## src/rtl/pin_mux_consts.svh

```systemverilog
// register offsets, field positions, reset values and timing counts of the pin mux
`ifndef PIN_MUX_CONSTS_SVH
`define PIN_MUX_CONSTS_SVH

// register byte offsets
`define OFF_PORT_FUNCTION_SELECT 12'h000
`define OFF_PORT_DIRECTION 12'h004
`define OFF_PORT_DATA 12'h008
`define OFF_TIMER0_CONTROL_STATUS 12'h00C
`define OFF_TIMER1_CONTROL_STATUS 12'h010
`define OFF_TIMER2_CONTROL_STATUS 12'h014
`define OFF_TIMER0_COMPARE 12'h018
`define OFF_TIMER1_COMPARE 12'h01C
`define OFF_TIMER2_COMPARE 12'h020
`define OFF_TIMER0_COUNT 12'h024
`define OFF_TIMER1_COUNT 12'h028
`define OFF_TIMER2_COUNT 12'h02C
`define OFF_PROC_STATE 12'h030

// timer control/status field positions
`define TCS_ENABLE 0
`define TCS_MODE_LSB 1
`define TCS_MODE_MSB 3
`define TCS_GPIO_OUT 4
`define TCS_GPIO_DATA 5
`define TCS_INT_ENABLE 6
`define TCS_EXT_CLOCK 7
`define TCS_PIN_IN 8
`define TCS_DONE 9

// reset values
`define RST_PORT_FUNCTION_SELECT 3'h0
`define RST_PORT_DIRECTION 3'h0
`define RST_TIMER_CONTROL 8'h00

// serial clock divider: bit time in core clocks
`define SERIAL_BIT_CYCLES 16'h01B2

`endif

```

## src/rtl/pin_mux_pkg.sv

```systemverilog
// types shared by the pin mux design
package pin_mux_pkg;

   // timer modes held in the mode field
   typedef enum logic [2:0] {
      MODE_GPIO = 3'h0,
      MODE_TIMER = 3'h1,
      MODE_WATCHDOG = 3'h2,
      MODE_PULSE = 3'h3,
      MODE_EVENT_COUNT = 3'h4,
      MODE_MEASURE = 3'h5
   } timer_mode_t;

   // processing state of the core, driven by software
   typedef enum logic [1:0] {
      PROC_NORMAL = 2'h0,
      PROC_WAIT = 2'h1,
      PROC_STOP = 2'h2
   } proc_state_t;

   // one pad's two signals
   typedef struct packed {
      logic out;
      logic oe;
   } pad_drive_t;

endpackage : pin_mux_pkg

```

## src/rtl/pad_cell.sv

```systemverilog
// one pin: input synchroniser and stop/reset gating of the drive
`timescale 1ns/1ps
module pad_cell (
   // clock and reset
   input wire logic pclk,
   input wire logic presetn,
   // control
   input wire logic stop,
   input wire pin_mux_pkg::pad_drive_t want,
   // pin
   input wire logic pin_in,
   output pin_mux_pkg::pad_drive_t pin,
   // synchronised input value
   output logic sync_in
);
   logic meta;

   // two-stage synchroniser; meta is read only by sync_in
   always_ff @(posedge pclk or negedge presetn) begin
      if (!presetn) begin
         meta <= 1'b0;
         sync_in <= 1'b0;
      end else begin
         meta <= pin_in;
         // stop freezes the sampled value: the pin becomes an ignored input
         sync_in <= stop ? sync_in : meta;
      end
   end

   // registered drive: released while in reset and in stop
   always_ff @(posedge pclk or negedge presetn) begin
      if (!presetn) begin
         pin <= '0;
      end else begin
         pin.out <= want.out;
         // stop tri-states outputs
         pin.oe <= want.oe & ~stop;
      end
   end
endmodule // pad_cell

```

## src/rtl/serial_timer_pin_mux.sv

```systemverilog
// pin mux for serial port pins and three timer pins, with APB registers
`timescale 1ns/1ps
`include "pin_mux_consts.svh"

// Functional notes
// after reset the three serial port pins are general-purpose pins.
// in general-purpose mode a port pin's direction comes from the direction register.
// the function select register picks serial or general-purpose use per port pin.
// in serial mode the receive pin feeds the serial receive shift register.
// in serial mode the transmit pin is driven from the serial transmit path.
// the serial clock pin is driven out or taken in from the other party.
// three independent timers count internal or external clocks.
// each timer can interrupt or signal its pin after a programmed count.
// event counter and measurement modes make the timer pin an input.
// watchdog, timer and pulse modes make the timer pin an output.
// timer pins come out of reset as general-purpose inputs.
// in stop an input pin is ignored and an output pin is tri-stated.
// entering or leaving wait does not change any pin.
// during reset all six pins are undriven ignored inputs.
// each port pin has one select bit and one direction bit, 1 meaning peripheral or output.
module serial_timer_pin_mux #(
   parameter int TIMER_WIDTH = 24
) (
   // clock and reset
   input wire logic pclk,
   input wire logic presetn,
   // apb slave
   input wire logic psel,
   input wire logic penable,
   input wire logic pwrite,
   input wire logic [11:0] paddr,
   input wire logic [31:0] pwdata,
   output logic [31:0] prdata,
   output logic pready,
   output logic pslverr,
   // serial interface side
   input wire logic [7:0] tx_byte,
   input wire logic tx_start,
   input wire logic serial_clock_out_en,
   output logic [7:0] rx_byte,
   output logic rx_valid,
   output logic tx_busy,
   // port pins: receive, transmit, serial clock
   input wire logic [2:0] port_pin_in,
   output logic [2:0] port_pin_out,
   output logic [2:0] port_pin_oe,
   // timer pins
   input wire logic [2:0] timer_pin_in,
   output logic [2:0] timer_pin_out,
   output logic [2:0] timer_pin_oe,
   // timer interrupts
   output logic [2:0] timer_irq
);
   initial begin
      if (TIMER_WIDTH < 2 || TIMER_WIDTH > 32) $error("timer width out of range");
   end

   localparam int PIN_RX = 0;
   localparam int PIN_TX = 1;
   localparam int PIN_CLK = 2;

   logic [2:0] port_function_select_reg;
   logic [2:0] port_direction_reg;
   logic [2:0] port_data;
   logic [7:0] timer_ctrl [3];
   logic [TIMER_WIDTH-1:0] timer_cmp [3];
   logic [TIMER_WIDTH-1:0] timer_cnt [3];
   logic [2:0] timer_done;
   logic [2:0] timer_irq_raw;
   logic [2:0] clear_done;
   pin_mux_pkg::proc_state_t proc_state;
   logic stop;
   logic [2:0] port_sync;
   logic [2:0] timer_sync;
   pin_mux_pkg::pad_drive_t port_want [3];
   pin_mux_pkg::pad_drive_t port_pad [3];
   pin_mux_pkg::pad_drive_t timer_want [3];
   pin_mux_pkg::pad_drive_t timer_pad [3];
   logic wr_en;
   logic rd_en;
   logic [31:0] next_prdata;
   logic next_slverr;
   // serial engine
   logic [15:0] bit_div;
   logic bit_tick;
   logic clk_level;
   logic [9:0] tx_shift;
   logic [3:0] tx_bits;
   logic [7:0] rx_shift;
   logic [3:0] rx_bits;
   logic rx_prev;
   logic serial_rx;

   // wait is not a pin control: only stop gates pads
   assign stop = (proc_state == pin_mux_pkg::PROC_STOP);
   // a write lands only at the edge that completes the transfer
   assign wr_en = psel & penable & pready & pwrite;
   assign rd_en = psel & penable & ~pwrite;

   // function select and direction registers
   always_ff @(posedge pclk or negedge presetn) begin
      if (!presetn) begin
         // port pins start as gpio
         port_function_select_reg <= `RST_PORT_FUNCTION_SELECT;
         port_direction_reg <= `RST_PORT_DIRECTION;
         port_data <= 3'h0;
         proc_state <= pin_mux_pkg::PROC_NORMAL;
      end else if (wr_en) begin
         unique case (paddr)
            // one select bit per pin
            `OFF_PORT_FUNCTION_SELECT: port_function_select_reg <= pwdata[2:0];
            `OFF_PORT_DIRECTION: port_direction_reg <= pwdata[2:0];
            `OFF_PORT_DATA: port_data <= pwdata[2:0];
            `OFF_PROC_STATE: proc_state <= pin_mux_pkg::proc_state_t'(pwdata[1:0]);
            default: ;
         endcase
      end
   end

   // timer control and compare registers
   always_ff @(posedge pclk or negedge presetn) begin
      if (!presetn) begin
         for (int i = 0; i < 3; i++) begin
            // timers start as gpio inputs
            timer_ctrl[i] <= `RST_TIMER_CONTROL;
            timer_cmp[i] <= '1;
         end
      end else if (wr_en) begin
         for (int i = 0; i < 3; i++) begin
            if (paddr == `OFF_TIMER0_CONTROL_STATUS + 12'(4 * i)) timer_ctrl[i] <= pwdata[7:0];
            if (paddr == `OFF_TIMER0_COMPARE + 12'(4 * i)) timer_cmp[i] <= pwdata[TIMER_WIDTH-1:0];
         end
      end
   end

   // writing 1 to the done bit clears it
   always_comb begin
      for (int i = 0; i < 3; i++) begin
         clear_done[i] = wr_en && (paddr == `OFF_TIMER0_CONTROL_STATUS + 12'(4 * i))
            && pwdata[`TCS_DONE];
      end
   end

   // read mux; unmapped addresses answer with pslverr
   always_comb begin
      next_prdata = 32'h0000_0000;
      next_slverr = 1'b0;
      if (paddr == `OFF_PORT_FUNCTION_SELECT) next_prdata[2:0] = port_function_select_reg;
      else if (paddr == `OFF_PORT_DIRECTION) next_prdata[2:0] = port_direction_reg;
      else if (paddr == `OFF_PORT_DATA) next_prdata[2:0] = port_sync;
      else if (paddr == `OFF_PROC_STATE) next_prdata[1:0] = proc_state;
      else if (paddr >= `OFF_TIMER0_CONTROL_STATUS && paddr <= `OFF_TIMER2_COUNT
               && paddr[1:0] == 2'h0) begin
         for (int i = 0; i < 3; i++) begin
            if (paddr == `OFF_TIMER0_CONTROL_STATUS + 12'(4 * i)) begin
               next_prdata[7:0] = timer_ctrl[i];
               next_prdata[`TCS_PIN_IN] = timer_sync[i];
               next_prdata[`TCS_DONE] = timer_done[i];
            end
            if (paddr == `OFF_TIMER0_COMPARE + 12'(4 * i))
               next_prdata[TIMER_WIDTH-1:0] = timer_cmp[i];
            if (paddr == `OFF_TIMER0_COUNT + 12'(4 * i))
               next_prdata[TIMER_WIDTH-1:0] = timer_cnt[i];
         end
      end else next_slverr = 1'b1;
   end

   // apb answer: one wait state, pready in the second access cycle
   always_ff @(posedge pclk or negedge presetn) begin
      if (!presetn) begin
         pready <= 1'b0;
         prdata <= 32'h0000_0000;
         pslverr <= 1'b0;
      end else if (psel && penable && !pready) begin
         pready <= 1'b1;
         prdata <= rd_en ? next_prdata : 32'h0000_0000;
         pslverr <= next_slverr;
      end else begin
         pready <= 1'b0;
         pslverr <= 1'b0;
      end
   end

   // bit-rate divider: one-cycle enable per bit, each a half period of serial clock
   always_ff @(posedge pclk or negedge presetn) begin
      if (!presetn) begin
         bit_div <= 16'h0000;
         bit_tick <= 1'b0;
      end else if (bit_div == `SERIAL_BIT_CYCLES - 16'h0001) begin
         bit_div <= 16'h0000;
         bit_tick <= 1'b1;
      end else begin
         bit_div <= bit_div + 16'h0001;
         bit_tick <= 1'b0;
      end
   end

   // transmit shifter: start bit, eight data bits, stop bit
   always_ff @(posedge pclk or negedge presetn) begin
      if (!presetn) begin
         tx_shift <= 10'h3FF;
         tx_bits <= 4'h0;
         clk_level <= 1'b0;
      end else if (tx_start && tx_bits == 4'h0) begin
         tx_shift <= {1'b1, tx_byte, 1'b0};
         tx_bits <= 4'hA;
      end else if (bit_tick) begin
         clk_level <= ~clk_level;
         if (tx_bits != 4'h0) begin
            tx_shift <= {1'b1, tx_shift[9:1]};
            tx_bits <= tx_bits - 4'h1;
         end
      end
   end

   // receive shifter samples the serial receive pin
   assign serial_rx = port_function_select_reg[PIN_RX] ? port_sync[PIN_RX] : 1'b1;
   always_ff @(posedge pclk or negedge presetn) begin
      if (!presetn) begin
         rx_shift <= 8'h00;
         rx_bits <= 4'h0;
         rx_prev <= 1'b1;
         rx_byte <= 8'h00;
         rx_valid <= 1'b0;
      end else begin
         rx_valid <= 1'b0;
         if (bit_tick) begin
            rx_prev <= serial_rx;
            if (rx_bits == 4'h0 && rx_prev && !serial_rx) begin
               rx_bits <= 4'h9;
            end else if (rx_bits > 4'h1) begin
               rx_shift <= {serial_rx, rx_shift[7:1]};
               rx_bits <= rx_bits - 4'h1;
            end else if (rx_bits == 4'h1) begin
               rx_bits <= 4'h0;
               rx_byte <= rx_shift;
               rx_valid <= serial_rx;
            end
         end
      end
   end

   // busy flag straight from a flip-flop
   always_ff @(posedge pclk or negedge presetn) begin
      if (!presetn) tx_busy <= 1'b0;
      else tx_busy <= (tx_bits != 4'h0) || tx_start;
   end

   // port pin drive selection
   always_comb begin
      for (int i = 0; i < 3; i++) begin
         // gpio direction from direction register
         port_want[i].out = port_data[i];
         port_want[i].oe = port_direction_reg[i];
      end
      // serial function per pin
      if (port_function_select_reg[PIN_RX]) begin
         port_want[PIN_RX].out = 1'b0;
         port_want[PIN_RX].oe = 1'b0;
      end
      if (port_function_select_reg[PIN_TX]) begin
         port_want[PIN_TX].out = tx_shift[0];
         port_want[PIN_TX].oe = 1'b1;
      end
      // serial clock both ways
      if (port_function_select_reg[PIN_CLK]) begin
         port_want[PIN_CLK].out = clk_level;
         port_want[PIN_CLK].oe = serial_clock_out_en;
      end
   end

   // pads and timers
   for (genvar g = 0; g < 3; g++) begin : g_pins
      // pads undriven in reset
      pad_cell u_port_pad (
         .pclk(pclk),
         .presetn(presetn),
         .stop(stop),
         .want(port_want[g]),
         .pin_in(port_pin_in[g]),
         .pin(port_pad[g]),
         .sync_in(port_sync[g])
      );
      pad_cell u_timer_pad (
         .pclk(pclk),
         .presetn(presetn),
         .stop(stop),
         .want(timer_want[g]),
         .pin_in(timer_pin_in[g]),
         .pin(timer_pad[g]),
         .sync_in(timer_sync[g])
      );
      // independent timer instances
      timer_unit #(.WIDTH(TIMER_WIDTH)) u_timer (
         .pclk(pclk),
         .presetn(presetn),
         .ctrl(timer_ctrl[g]),
         .compare(timer_cmp[g]),
         .clear_done(clear_done[g]),
         .stop(stop),
         .pin_level(timer_sync[g]),
         .count(timer_cnt[g]),
         .done(timer_done[g]),
         .irq(timer_irq_raw[g]),
         .want(timer_want[g])
      );
      assign port_pin_out[g] = port_pad[g].out;
      assign port_pin_oe[g] = port_pad[g].oe;
      assign timer_pin_out[g] = timer_pad[g].out;
      assign timer_pin_oe[g] = timer_pad[g].oe;
      assign timer_irq[g] = timer_irq_raw[g];
   end
endmodule // serial_timer_pin_mux

```

## src/rtl/timer_unit.sv

```systemverilog
// one timer: event counter, compare and pin direction from mode
`timescale 1ns/1ps
`include "pin_mux_consts.svh"
module timer_unit #(
   parameter int WIDTH = 24
) (
   // clock and reset
   input wire logic pclk,
   input wire logic presetn,
   // control
   input wire logic [7:0] ctrl,
   input wire logic [WIDTH-1:0] compare,
   input wire logic clear_done,
   input wire logic stop,
   // synchronised pin level
   input wire logic pin_level,
   // status
   output logic [WIDTH-1:0] count,
   output logic done,
   output logic irq,
   output pin_mux_pkg::pad_drive_t want
);
   initial begin
      if (WIDTH < 2 || WIDTH > 32) $error("timer width out of range");
   end

   pin_mux_pkg::timer_mode_t mode;
   logic enable;
   logic prev_level;
   logic tick;
   logic hit;
   logic toggle;

   assign mode = pin_mux_pkg::timer_mode_t'(ctrl[`TCS_MODE_MSB:`TCS_MODE_LSB]);
   assign enable = ctrl[`TCS_ENABLE] & ~stop;
   // internal or external clock
   assign tick = ctrl[`TCS_EXT_CLOCK] ? (pin_level & ~prev_level) : 1'b1;
   assign hit = enable && tick && (count + 1'b1 == compare);

   // edge history of the pin
   always_ff @(posedge pclk or negedge presetn) begin
      if (!presetn) prev_level <= 1'b0;
      else prev_level <= pin_level;
   end

   // counter restarts on compare so events repeat every compare ticks
   always_ff @(posedge pclk or negedge presetn) begin
      if (!presetn) begin
         count <= '0;
      end else if (!enable) begin
         count <= count;
      end else if (hit) begin
         count <= '0;
      end else if (tick) begin
         count <= count + 1'b1;
      end
   end

   // sticky done, set wins over clear
   always_ff @(posedge pclk or negedge presetn) begin
      if (!presetn) done <= 1'b0;
      else if (hit) done <= 1'b1;
      else if (clear_done) done <= 1'b0;
   end

   // interrupt and pin toggle
   always_ff @(posedge pclk or negedge presetn) begin
      if (!presetn) begin
         irq <= 1'b0;
         toggle <= 1'b0;
      end else begin
         irq <= done & ctrl[`TCS_INT_ENABLE];
         if (hit && !ctrl[`TCS_EXT_CLOCK]) toggle <= ~toggle;
      end
   end

   // pin direction from mode
   always_comb begin
      want.out = 1'b0;
      want.oe = 1'b0;
      unique case (mode)
         // gpio default input
         pin_mux_pkg::MODE_GPIO: begin
            want.out = ctrl[`TCS_GPIO_DATA];
            want.oe = ctrl[`TCS_GPIO_OUT];
         end
         // output modes
         pin_mux_pkg::MODE_TIMER, pin_mux_pkg::MODE_WATCHDOG,
         pin_mux_pkg::MODE_PULSE: begin
            want.out = toggle;
            want.oe = 1'b1;
         end
         // input modes
         pin_mux_pkg::MODE_EVENT_COUNT, pin_mux_pkg::MODE_MEASURE: begin
            want.oe = 1'b0;
         end
         default: want.oe = 1'b0;
      endcase
   end
endmodule // timer_unit

```

## config.mk

```make
export PLATFORM = sky130hd
export DESIGN_NAME = serial_timer_pin_mux
export DESIGN_NICKNAME = d
export VERILOG_FILES = /design/src/rtl/pin_mux_pkg.sv /design/src/rtl/pad_cell.sv /design/src/rtl/serial_timer_pin_mux.sv /design/src/rtl/timer_unit.sv
export VERILOG_INCLUDE_DIRS = /design/src /design/src/rtl
export SDC_FILE = /design/constraint.sdc
export NUM_CORES = 1
export LEC_CHECK = 0
export BUFFER_PORTS_ARGS = -buffer_cell sky130_fd_sc_hd__buf_2
export CAP_MARGIN = 20
export CELL_PAD_IN_SITES_DETAIL_PLACEMENT = 1
export CELL_PAD_IN_SITES_GLOBAL_PLACEMENT = 1
export CORE_MARGIN = 5
export CORE_UTILIZATION = 41
export DETAILED_ROUTE_END_ITERATION = 10
export HOLD_SLACK_MARGIN = 0.12
export PLACE_DENSITY = 0.8
export SYNTH_ARGS = -nofsm -noshare
export SYNTH_HDL_FRONTEND = slang
export SYNTH_SLANG_ARGS = --single-unit
```

## constraint.sdc

```tcl
create_clock -name pclk -period 4.55 [get_ports pclk]
set_clock_uncertainty 0.05 [all_clocks]
set_input_delay 0.2275 -clock pclk [delete_from_list [all_inputs] [get_ports pclk]]
set_output_delay 0.2275 -clock pclk [all_outputs]
set_load 0.005 [all_outputs]
```

Yosys cells after proc, flatten, opt, wreduce, memory -nomap -nowiden. Index checks and enable logic that the tools add are counted.

Logic and storage cells: 267. Bits in registers: 304. Input bits: 65.

Magnitude comparators: 3. Mux-type cells: 71. Bitwise operators: 31. Add/subtract/negate cells: 6. Reductions and logical operators: 66. Equality and inequality tests: 27.

Operator list (number): two-way mux 24 bit (19); adder 24 x 1 -> 24 bit (second input constant) (3); == test 24 bit (3); two-way mux 21 bit (3); == test 12 x 6 -> 1 bit (second input constant) (5); two-way mux 10 bit (6); == test 12 x 5 -> 1 bit (second input constant) (4); AND reduction 2 bit (16); == test 12 x 4 -> 1 bit (second input constant) (2); two-way mux 4 bit (6); logical AND 1 bit (22); two-way mux 1 bit (22); two-way mux 22 bit (1); bitwise AND 1 bit (19); == test 3 x 2 -> 1 bit (second input constant) (6); adder 16 x 1 -> 16 bit (second input constant) (1); == test 16 x 9 -> 1 bit (second input constant) (1); two-way mux 16 bit (1); nonzero test 2 bit (8); == test 12 x 3 -> 1 bit (second input constant) (1); greater-or-equal comparator 12 x 4 -> 1 bit (second input constant) (1); less-or-equal comparator 12 x 6 -> 1 bit (second input constant) (1); zero test 12 bit (1); NOT 1 bit (12); 18 further kinds (40).

Longest topological paths before layout. Gate-level depths: netlist (run 1).

Word-level depth: 21. Mapped depth: 13.

Hierarchy. From an unflattened synthesis (run 1), not the netlist that was laid out.

Cell total of the unflattened synthesis: 1733. Area, all modules: 17192.7 µm².

Modules (own cells, without submodules): serial_timer_pin_mux (area an instance 9557.9 µm², cells an instance 857, instances 1); timer_unit (area an instance 2297.2 µm², cells an instance 280, instances 3); pad_cell (area an instance 123.9 µm², cells an instance 6, instances 6).

Least setup slack after synthesis (run 1). OpenSTA, ideal clock, no wires.

Kind: flip-flop to flip-flop. From: register g_pins[2].u_timer.count[0]. To: register g_pins[2].u_timer.count[21]. Stages on the path, launching flop included: 14. Data arrival time: 2.805 ns. Library setup time: 0.118 ns. Period minus slack after synthesis: 2.973 ns. Buffers on the path: 4. Path slack: 1.577 ns. Required time: 4.382 ns. Cell sequence: dfrtp_1 > ha_1 > buf_2 > nand3_1 > buf_2 > or4_1 > o2bb2ai_1 > a2111oi_1 > nand4_1 > nor4bb_1 > buf_2 > buf_4 > a21oi_1 > a21o_1.

Longest elaborated chain between the ends: 5. Elaborated cells between the ends (all ways): 7.

Ends and longest elaborated chain: from (decl) (line timer_unit.sv:18) `output logic [WIDTH-1:0] count,`; from (signal assigned) (line timer_unit.sv:51) `count <= count;`; from (signal assigned) (line timer_unit.sv:55) `count <= count + 1'b1;`; adder 24 x 1 -> 24 bit * (line timer_unit.sv:38, timer_unit.sv:55); == test 24 bit (line timer_unit.sv:38) `assign hit = enable && tick && (count + 1'b1 == compare);`; logical AND 1 bit (line timer_unit.sv:38); nonzero test 2 bit (no line); AND reduction 2 bit (no line).

Mark *: on every way between the ends. The rest lies on a longest branch, timed or not. The select of a mux whose other input is x is not followed. A chain may end at the register's enable or synchronous reset.

Worst setup path in the final report (run 1).
From: register g_pins[1].u_timer.count[6]. To: register g_pins[1].u_timer.count[3].

Longest elaborated chain between the ends: 5. Elaborated cells between the ends (all ways): 6.

Ends and longest elaborated chain (line): from (decl) (timer_unit.sv:18); from (signal assigned) (timer_unit.sv:51); from (signal assigned) (timer_unit.sv:55); adder 24 x 1 -> 24 bit * (timer_unit.sv:38); == test 24 bit * (timer_unit.sv:38); logical AND 1 bit * (timer_unit.sv:38); nonzero test 2 bit (no line); AND reduction 2 bit (no line).

Mark *: on every way between the ends. The rest lies on a longest branch, timed or not.

==> results of run 1 <==
cells by family (layout without fill, tap and decap cells):
family / count (synthesis) / count (layout)
compound gates: 367 / 367
flops: 295 / 295
simple gates: 674 / 674
xor+xnor: 115 / 115
buf+inv: 147 / 272
other cells: 1 / 8
mux: 125 / 125
fa+ha+maj: 10 / 10
cell type report:
class / instances / area [µm²]
timing repair buffer: 180 / 1230
sequential: 295 / 7480
clock buffer: 51 / 1070
tap: 525 / 657
inverter: 25 / 93.8
multi-input combinational: 1299 / 8500
fill: 4506 / 20500
clock inverter: 16 / 255
worst max-delay path by stage:
stage,from,end,slack [ns],depth (start not counted)
2_1_floorplan,g_pins[2].u_timer.count[0],g_pins[2].u_timer.count[21],1.58,13
3_3_place_gp,g_pins[1].u_timer.count[6],g_pins[1].u_timer.count[23],0.99,8
3_5_place_dp,g_pins[1].u_timer.count[6],g_pins[1].u_timer.count[3],0.95,8
4_1_cts,g_pins[1].u_timer.count[6],g_pins[1].u_timer.count[23],0.91,8
5_1_grt,g_pins[1].u_timer.count[0],g_pins[1].u_timer.count[6],0.62,10
6_report,g_pins[1].u_timer.count[6],g_pins[1].u_timer.count[3],0.86,8
through the flow:
step                instances  hold slack, ns  instance area, µm²
floorplan                1741          -0.118               16600
global placement         2280           0.261               17500
detailed placement       2281           0.266               17500
CTS                      2390           0.122               19300
global route             2391           0.184               19300
finish                   2391           0.153               19300
what timing repair did:
item	in CTS	in global routing
hold buffers	42	0
setup endpoints to repair	0	0
hold endpoints to repair	201	0
power groups by stage:
stage	clock (mW)	sequential, mW	combinational (mW)
after floorplan	0	2.68	0.0305
after global placement	0	2.69	0.141
after detailed placement	0	2.69	0.144
after CTS	3.29	2.64	0.172
after global routing	3.40	2.64	0.189
final	3.21	2.64	0.171
per-layer routing:
metal / wire (µm) / up-vias / global-route usage (%)
met5: 0 / - / 0
met4: 1990 / 0 / 9.73
met3: 3270 / 112 / 4.71
met2: 26800 / 443 / 41.0
met1: 23600 / 7344 / 32.1
li1: - / 6552 / -
critical path, stage by stage (launching register included):
cell and delay (ns):
dfrtp_1 0.52, and3_1 0.26, nand3_1 0.41, o31a_1 0.46
or4b_1 0.52, nor4_1 0.16, or4b_4 0.64, nand2_1 0.36
o22ai_1 0.16
synthesized netlist by cell type, drive strengths merged, types with 6 or more instances:
master,n
ha,10
and2,16
clkbuf,75
a221oi,18
a21oi,55
or4,10
or3,23
dfrtp,213
nor2,132
nand2,185
mux2,121
o21ai,98
o31ai,12
nor4,29
a31oi,31
a41oi,6
inv,25
nand3,81
a311oi,6
nand4,42
and3,27
nor3,54
xnor2,72
nor2b,17
nand3b,7
and4,10
o22ai,11
nand2b,14
a21o,12
dfstp,82
o211ai,11
a22oi,28
xor2,43
buf,47
a222oi,16
==> impl_summary.md, run 1 <==
Outcome
The run finished with clean final reports.

Setup path
In this run the critical register-to-register path is launched from g_pins[1].u_timer.count[6]. The number of cells on the worst reg-to-reg path is 8. The worst setup path is launched from a flop.

The start-to-end type of the worst setup path is reg -> reg. STA classifies the critical path endpoint as a flop. The highest fanout seen on the critical path is 13. Setup slack on the worst reg-to-reg path comes out at 0.86 ns. The endpoint of the worst register-to-register path is g_pins[1].u_timer.count[3]. Data arrives at the worst endpoint at 4.05 ns. For the worst setup path, the data required time is between 4 and 5 ns.

Logic synthesis
The portion of netlist area occupied by mux cells is 8.46%. Of all flip-flops after synthesis, the portion carrying an async set or reset was 100%. Of the total synthesized cell area, the portion taken by XOR and XNOR cells is 6.08%. The area share of the largest cell type after synthesis is 32.2%.

The total number of yosys warnings is 0. The number of flops mapped to enable cells by yosys is 0. Sorting the synthesized cells by area gives the leading types as dfrtp_1, dfstp_2, mux2_2, nand2_1, xnor2_1. After synthesis, the largest family of logic cells by area is simple AND/OR/NAND/NOR gates. The synthesis-stage register bit count is 295. Each instance of the synthesized netlist takes up on average 9.56 µm². The dominant register cell in the synthesized netlist is dfrtp_1.

The synthesized netlist cell count is 1734. The post-synthesis adder-cell area fraction is 0.755%. The area of the mapped netlist is 16600 µm². The fraction of the mapped netlist area in simple logic gates is 20.6%.

The complex-gate fraction of the synthesized area is 15.0%. dfrtp_1 takes more of the synthesized area than any other cell. The post-synthesis cell type count is 83.

For this run, the register share of the synthesized area comes to 45.2%.

Finish
In the layout the commonest cells are dfrtp_1, nand2_1, nor2_1. The post-layout net count is 1913. Of the cells placed in the final design, the portion with a size suffix greater than 1 is 22.8%. In the final layout, the registers with the most flip-flops are g_pins.u_timer.count x72, timer_cmp x72. The antenna diode count is 0. The growth of design area from synthesis to finish is 16.3%.

Cells fill 48.4% of the core in the end. The most common cell after layout, fill and taps aside is dfrtp_1.

Drt
Using the TritonRoute via totals, the vias-per-cell ratio works out to ~6.0. The via count is 14500. The first TritonRoute pass finished after 5 iterations. The remaining design rule violation count is 0. The total wire length after detailed routing is 55.6 mm. In the final routed layout, each cell accounts on average for approximately 23 µm. The number of routed nets with antenna violations is 0.

The DRC marker count from the first detailed-route iteration is between 1000 and 1500.

Clock tree
The setup fix buffers added after clock tree synthesis is 0. TritonCTS built the clock tree. The number of sinks on the clock net is ~300.

The TritonCTS buffer count is 37. At the later pin of the worst-skew pair, clock insertion delay measures 0.56 ns. Counting along the longest clock path gives a buffer depth of 3. The total number of H-tree levels is 2. The number of gates resized after CTS is 0. The tree is rooted in a clkbuf_16. The clock-pin transition on the worst setup and hold timing paths is 0.06 ns.

Pwr
For this design the total switching power over the nets is around 1.3 mW. The total power divided by cell area is about 310 nW/µm². The clock group share of total power is a little over half. The proportion of power drawn by flip-flops and latches is 43.9%. Cell internal power was estimated by the tool at ~4.7 mW.

The net switching fraction of the power is 22.3%. The logic gate share of total power is between 2 and 3%. The worst-case IR drop observed on VDD is between 0.2 and 0.3 mV. The total design power is 6.03 mW. The reported leakage power is 8.28 nW.

Timing
For the pin with the worst max-slew slack, the measured transition is 0.977 ns. The smallest clock period supported by the final layout is computed as roughly 3.7 ns. The worst path uses 81.2% of the clock period. Summed over all failing endpoints, the final setup total negative slack is 0 ns. The worst pin sits at a relative slew slack of 34.7%.

The final hold violation count was 0. The worst setup slack after layout is around 0.86 ns. Setup repair after global routing left no endpoint under its margin. Setup violations remaining at the end of the flow were counted as 0. The highest clock frequency the design can meet is 0.271 GHz. The number of max-slew violations in the final report is 0.

Floorplan
The initial core utilization is between 40% and 50%. The die is 211 µm tall. For this design the top-level I/O count stands at approximately 120. The die outline width is 211 µm. The die covers 44500 µm². The floorplan row count is 73. The core region is roughly 40000 µm².

Hold path
The worst hold path belongs to the class in -> reg. The worst hold path terminates at pslverr. The depth of the worst hold-timing path is 3.

The launch point of the worst hold path is paddr[3].

Job
The tool flagged a number of max-cap violations equal to 0.

Global route
The final global-route overflow total is 0. The number of antenna violations at the first check in global routing is 1. The pin count of the biggest net entering global routing is 114. The via count of the first global-routing pass is 15500. The total routing usage reported by global routing is 24.7%.

The first global-routing pass estimated 87.9 mm of wire.

Place
The count of buffers added on input and output ports is 107. The sum of net half-perimeters after detailed placement is 39.2 mm. The weighted congestion reported at the end of routability-driven placement is slightly above 0.9. The pre-CTS setup slack is 0.947 ns.
(Power assumes the default switching activity.)
==> run 2, diff against run 1 <==
--- a/config.mk
+++ b/config.mk
@@ -14,7 +14,7 @@
 export CORE_UTILIZATION = 41
 export DETAILED_ROUTE_END_ITERATION = 10
 export HOLD_SLACK_MARGIN = 0.12
-export PLACE_DENSITY = 0.8
+export PLACE_DENSITY = 0.83
 export SYNTH_ARGS = -nofsm -noshare
 export SYNTH_HDL_FRONTEND = slang
 export SYNTH_SLANG_ARGS = --single-unit
==> constraint.sdc (replaced) <==
create_clock -name pclk -period 3.3 [get_ports pclk]
set_clock_uncertainty 0.05 [all_clocks]
set_input_delay 0.165 -clock pclk [delete_from_list [all_inputs] [get_ports pclk]]
set_output_delay 0.165 -clock pclk [all_outputs]
set_load 0.005 [all_outputs]
==> impl_summary.md, run 2 (synthesis gave the netlist of run 1 again) <==
Outcome
Run status: finished, final reports clean (unchanged).

Timing
The highest clock frequency the design can meet is 0.314 GHz (was 0.271 GHz). The number of max-slew violations in the final report is 0 (unchanged). The post-route clock period utilization is 96.7% (was 81.2%). The transition time at the pin with the least slew margin is 0.988 ns (was 0.977 ns).

The final setup violation count is 0 (unchanged). The shortest clock period the worst path allows after layout is 3.19 ns (was 3.69 ns). The final hold violation count is 0 (unchanged). The relative max-transition margin is 34.0% (was 34.7%).

Place
The number of buffer cells added on primary ports is 107 (unchanged). The weighted congestion reported at the end of routability-driven placement came to 0.964 (was 0.927). The sum of net half-perimeters after detailed placement is 42.4 mm (was 39.2 mm). The post-detailed-placement cell area was 18200 µm² (was 17500 µm²).

Drt
The DRC marker count from the first detailed-route iteration is 1121 (was 1020). The remaining design rule violation count is 0 (unchanged). The via-per-instance ratio is 6.05 (was 6.04).

The iteration count of the initial detailed-routing pass is 6 (was 5). The via count was 15000 (was 14500). The post-detailed-route wirelength per cell came to 23.9 µm (was 23.3 µm). The number of routed nets with antenna violations is 0 (unchanged). The total wire length after detailed routing is 59.1 mm (was 55.6 mm).

Clock tree
The number of buffers on the longest clock path is 3 (unchanged). The TritonCTS buffer count is 36 (was 37). The TritonCTS clock tree is done (unchanged).

The number of sinks on the clock net came to 295 (unchanged). The total number of H-tree levels is 2 (unchanged). The clock root buffer is clkbuf_16 (unchanged). The clock-pin transition on the worst setup and hold timing paths was 0.06 ns (about the same). The clock latency on the worst-skew pair was 0.58 ns (was 0.56 ns). The setup fix buffers added after clock tree synthesis is 0 (unchanged).

Setup path
The data required time of the critical path is 3.69 ns (was 4.91 ns). The endpoint arrival time on the critical path came to 3.58 ns (was 4.05 ns). The timing startpoint of the critical path is g_pins[0].u_timer.count[10] (was g_pins[1].u_timer.count[6]). The startpoint class of the critical path is a flop (unchanged). The start of the worst register-to-register path is g_pins[0].u_timer.count[10] (was g_pins[1].u_timer.count[6]).

The element type at the critical path end is a flop (unchanged). The highest fanout seen on the critical path is 8 (was 13). The start-to-end type of the worst setup path is reg -> reg (unchanged).

Global route
The number of antenna violations at the first check in global routing came to 0 (was 1). The final global-route overflow total is 0 (unchanged). The global-route wire length before repair was 93.0 mm (was 87.9 mm). The total routing usage reported by global routing is 26.2% (was 24.7%).

The via count of the first global-routing pass was 16000 (was 15500). The pin count of the biggest net entering global routing is 93 (was 114).

Floorplan
The y dimension of the die was 211 µm (unchanged). The floorplan row count is 73 (unchanged). The core region area was 39800 µm² (unchanged). The I/O pin count was 124 (unchanged). The die outline width is 211 µm (unchanged).

The overall die area was 44500 µm² (unchanged). The initial core utilization is 41.6% (unchanged).

Pwr
The logic gate share of total power came to 3.1% (was 2.8%). The reported leakage power is 8.67 nW (was 8.28 nW). The switching power total is 1.88 mW (was 1.34 mW). The total design power was 7.94 mW (was 6.03 mW). The cell-internal power is 6.06 mW (was 4.68 mW). The net switching fraction of the power is 23.7% (was 22.3%). The clock group share of total power is 51.0% (was 53.3%). The worst-case vdd ir drop was 0.399 mV (was 0.259 mV). The total power divided by cell area is 399 nW/µm² (was 312 nW/µm²). The proportion of power drawn by flip-flops and latches is 45.9% (was 43.9%).

Hold path
The launch point of the worst hold path is paddr[4] (was paddr[3]). The type of the most critical hold path is in -> reg (unchanged).

Finish
The post-layout net count is 2001 (was 1913). The growth of design area from synthesis to finish came to 20.1% (was 16.3%). The filler cell count in the final layout is 4533 (was 4506).

The most common cell after layout, fill and taps aside is dfrtp_1 (unchanged). The ratio of cells with drive above 1 in the final layout was 26.2% (was 22.8%). The antenna diode count was 0 (unchanged). The area of all placed cells without fillers came to 19900 µm² (was 19300 µm²).

Top flop regs: g_pins.u_timer.count x72, timer_cmp x72 (unchanged). Leading cell types in the layout, fill and taps excluded: dfrtp_1, nand2_1, nor2_1 (unchanged).

Job
The number of max-cap violations came to 0 (unchanged).
run 2: cell count changes in the layout (fill, tap and decap cells not counted), sizes merged:
cell | before | now
bufinv | 6 | 2
clkinv | 6 | 11
buf | 138 | 223
clkbuf | 51 | 52
inv | 28 | 25
clkinvlp | 1 | 0
dlygate4sd3 | 42 | 46
run 2: per-layer routing:
metal  part of all wire, %  wire, µm  vias to the layer above  GRT usage [%]
li1                      -         -                     6720              -
met1                    43     25300                     7655           35.1
met2                    48     28400                      497           43.2
met3                   5.2      3100                      128           3.77
met4                   3.9      2330                        0           10.3
met5                     0         0                        -              0
run 2: cell type report:
| type | count | area, µm² | share of cell area, % |
|---|---|---|---|
| Multi-Input combinational cell | 1299 | 8540 | 42.9 |
| Sequential cell | 295 | 7480 | 37.6 |
| Timing Repair Buffer | 269 | 1920 | 9.64 |
| Clock buffer | 52 | 1020 | 5.13 |
| Tap cell | 525 | 657 | 3.30 |
| Clock inverter | 13 | 184 | 0.924 |
| Inverter | 25 | 93.8 | 0.471 |
run 2: path summary, 6_finish.rpt:
check,cells past startpoint,to,slack (ns)
max in group asynchronous,3,timer_cmp[3],2.15
setup / recovery,9,g_pins[0].u_timer.count[0],0.11
min in group asynchronous,2,g_pins[0].u_timer.count[0],0.19
setup reg to reg,9,g_pins[0].u_timer.count[0],0.11
hold reg to reg,2,g_pins[0].u_timer_pad.sync_in,0.40
hold / removal,4,pslverr,0.16
run 2: through the flow:
| step | setup TNS, ns | setup WS [ns] | instances | util (%) | hold slack, ns |
|---|---|---|---|---|---|
| after floorplan | 0 | 0.327 | 1741 | - | -0.181 |
| after global placement | 0 | 0.0336 | 2367 | 45.7 | 0.189 |
| after detailed placement | -0.128 | -0.0340 | 2367 | 45.7 | 0.194 |
| after CTS | 0 | 0.0232 | 2478 | 49.8 | 0.127 |
| after global routing | -0.0925 | -0.0367 | 2478 | 50.0 | 0.167 |
| final | 0 | 0.110 | 2478 | 50.0 | 0.161 |
run 2: power by group through the flow:
stage / logic [mW] / clock network [mW] / registers (mW)
final: 0.250 / 4.05 / 3.64
after CTS: 0.250 / 4.13 / 3.64
after floorplan: 0.0420 / 0 / 3.70
after global routing: 0.274 / 4.28 / 3.64
after detailed placement: 0.206 / 0 / 3.70
after global placement: 0.200 / 0 / 3.70
run 2: repair_timing:
item,4_1_cts,5_1_grt
resized for setup,1,10
endpoints found under the setup margin,14,27
hold buffers,46,0
hold endpoints to repair,223,0
pin swaps,0,3
run 2: worst max-delay path: stages (launching register included):
cell and delay [ns]:
dfrtp_1 0.48, nand4_1 0.26, nor4_4 0.35, buf_4 0.20
nand3_1 0.11, or4b_2 0.67, nand3_1 0.19, nand4b_1 0.27
nand2_1 0.35, o21ai_0 0.13
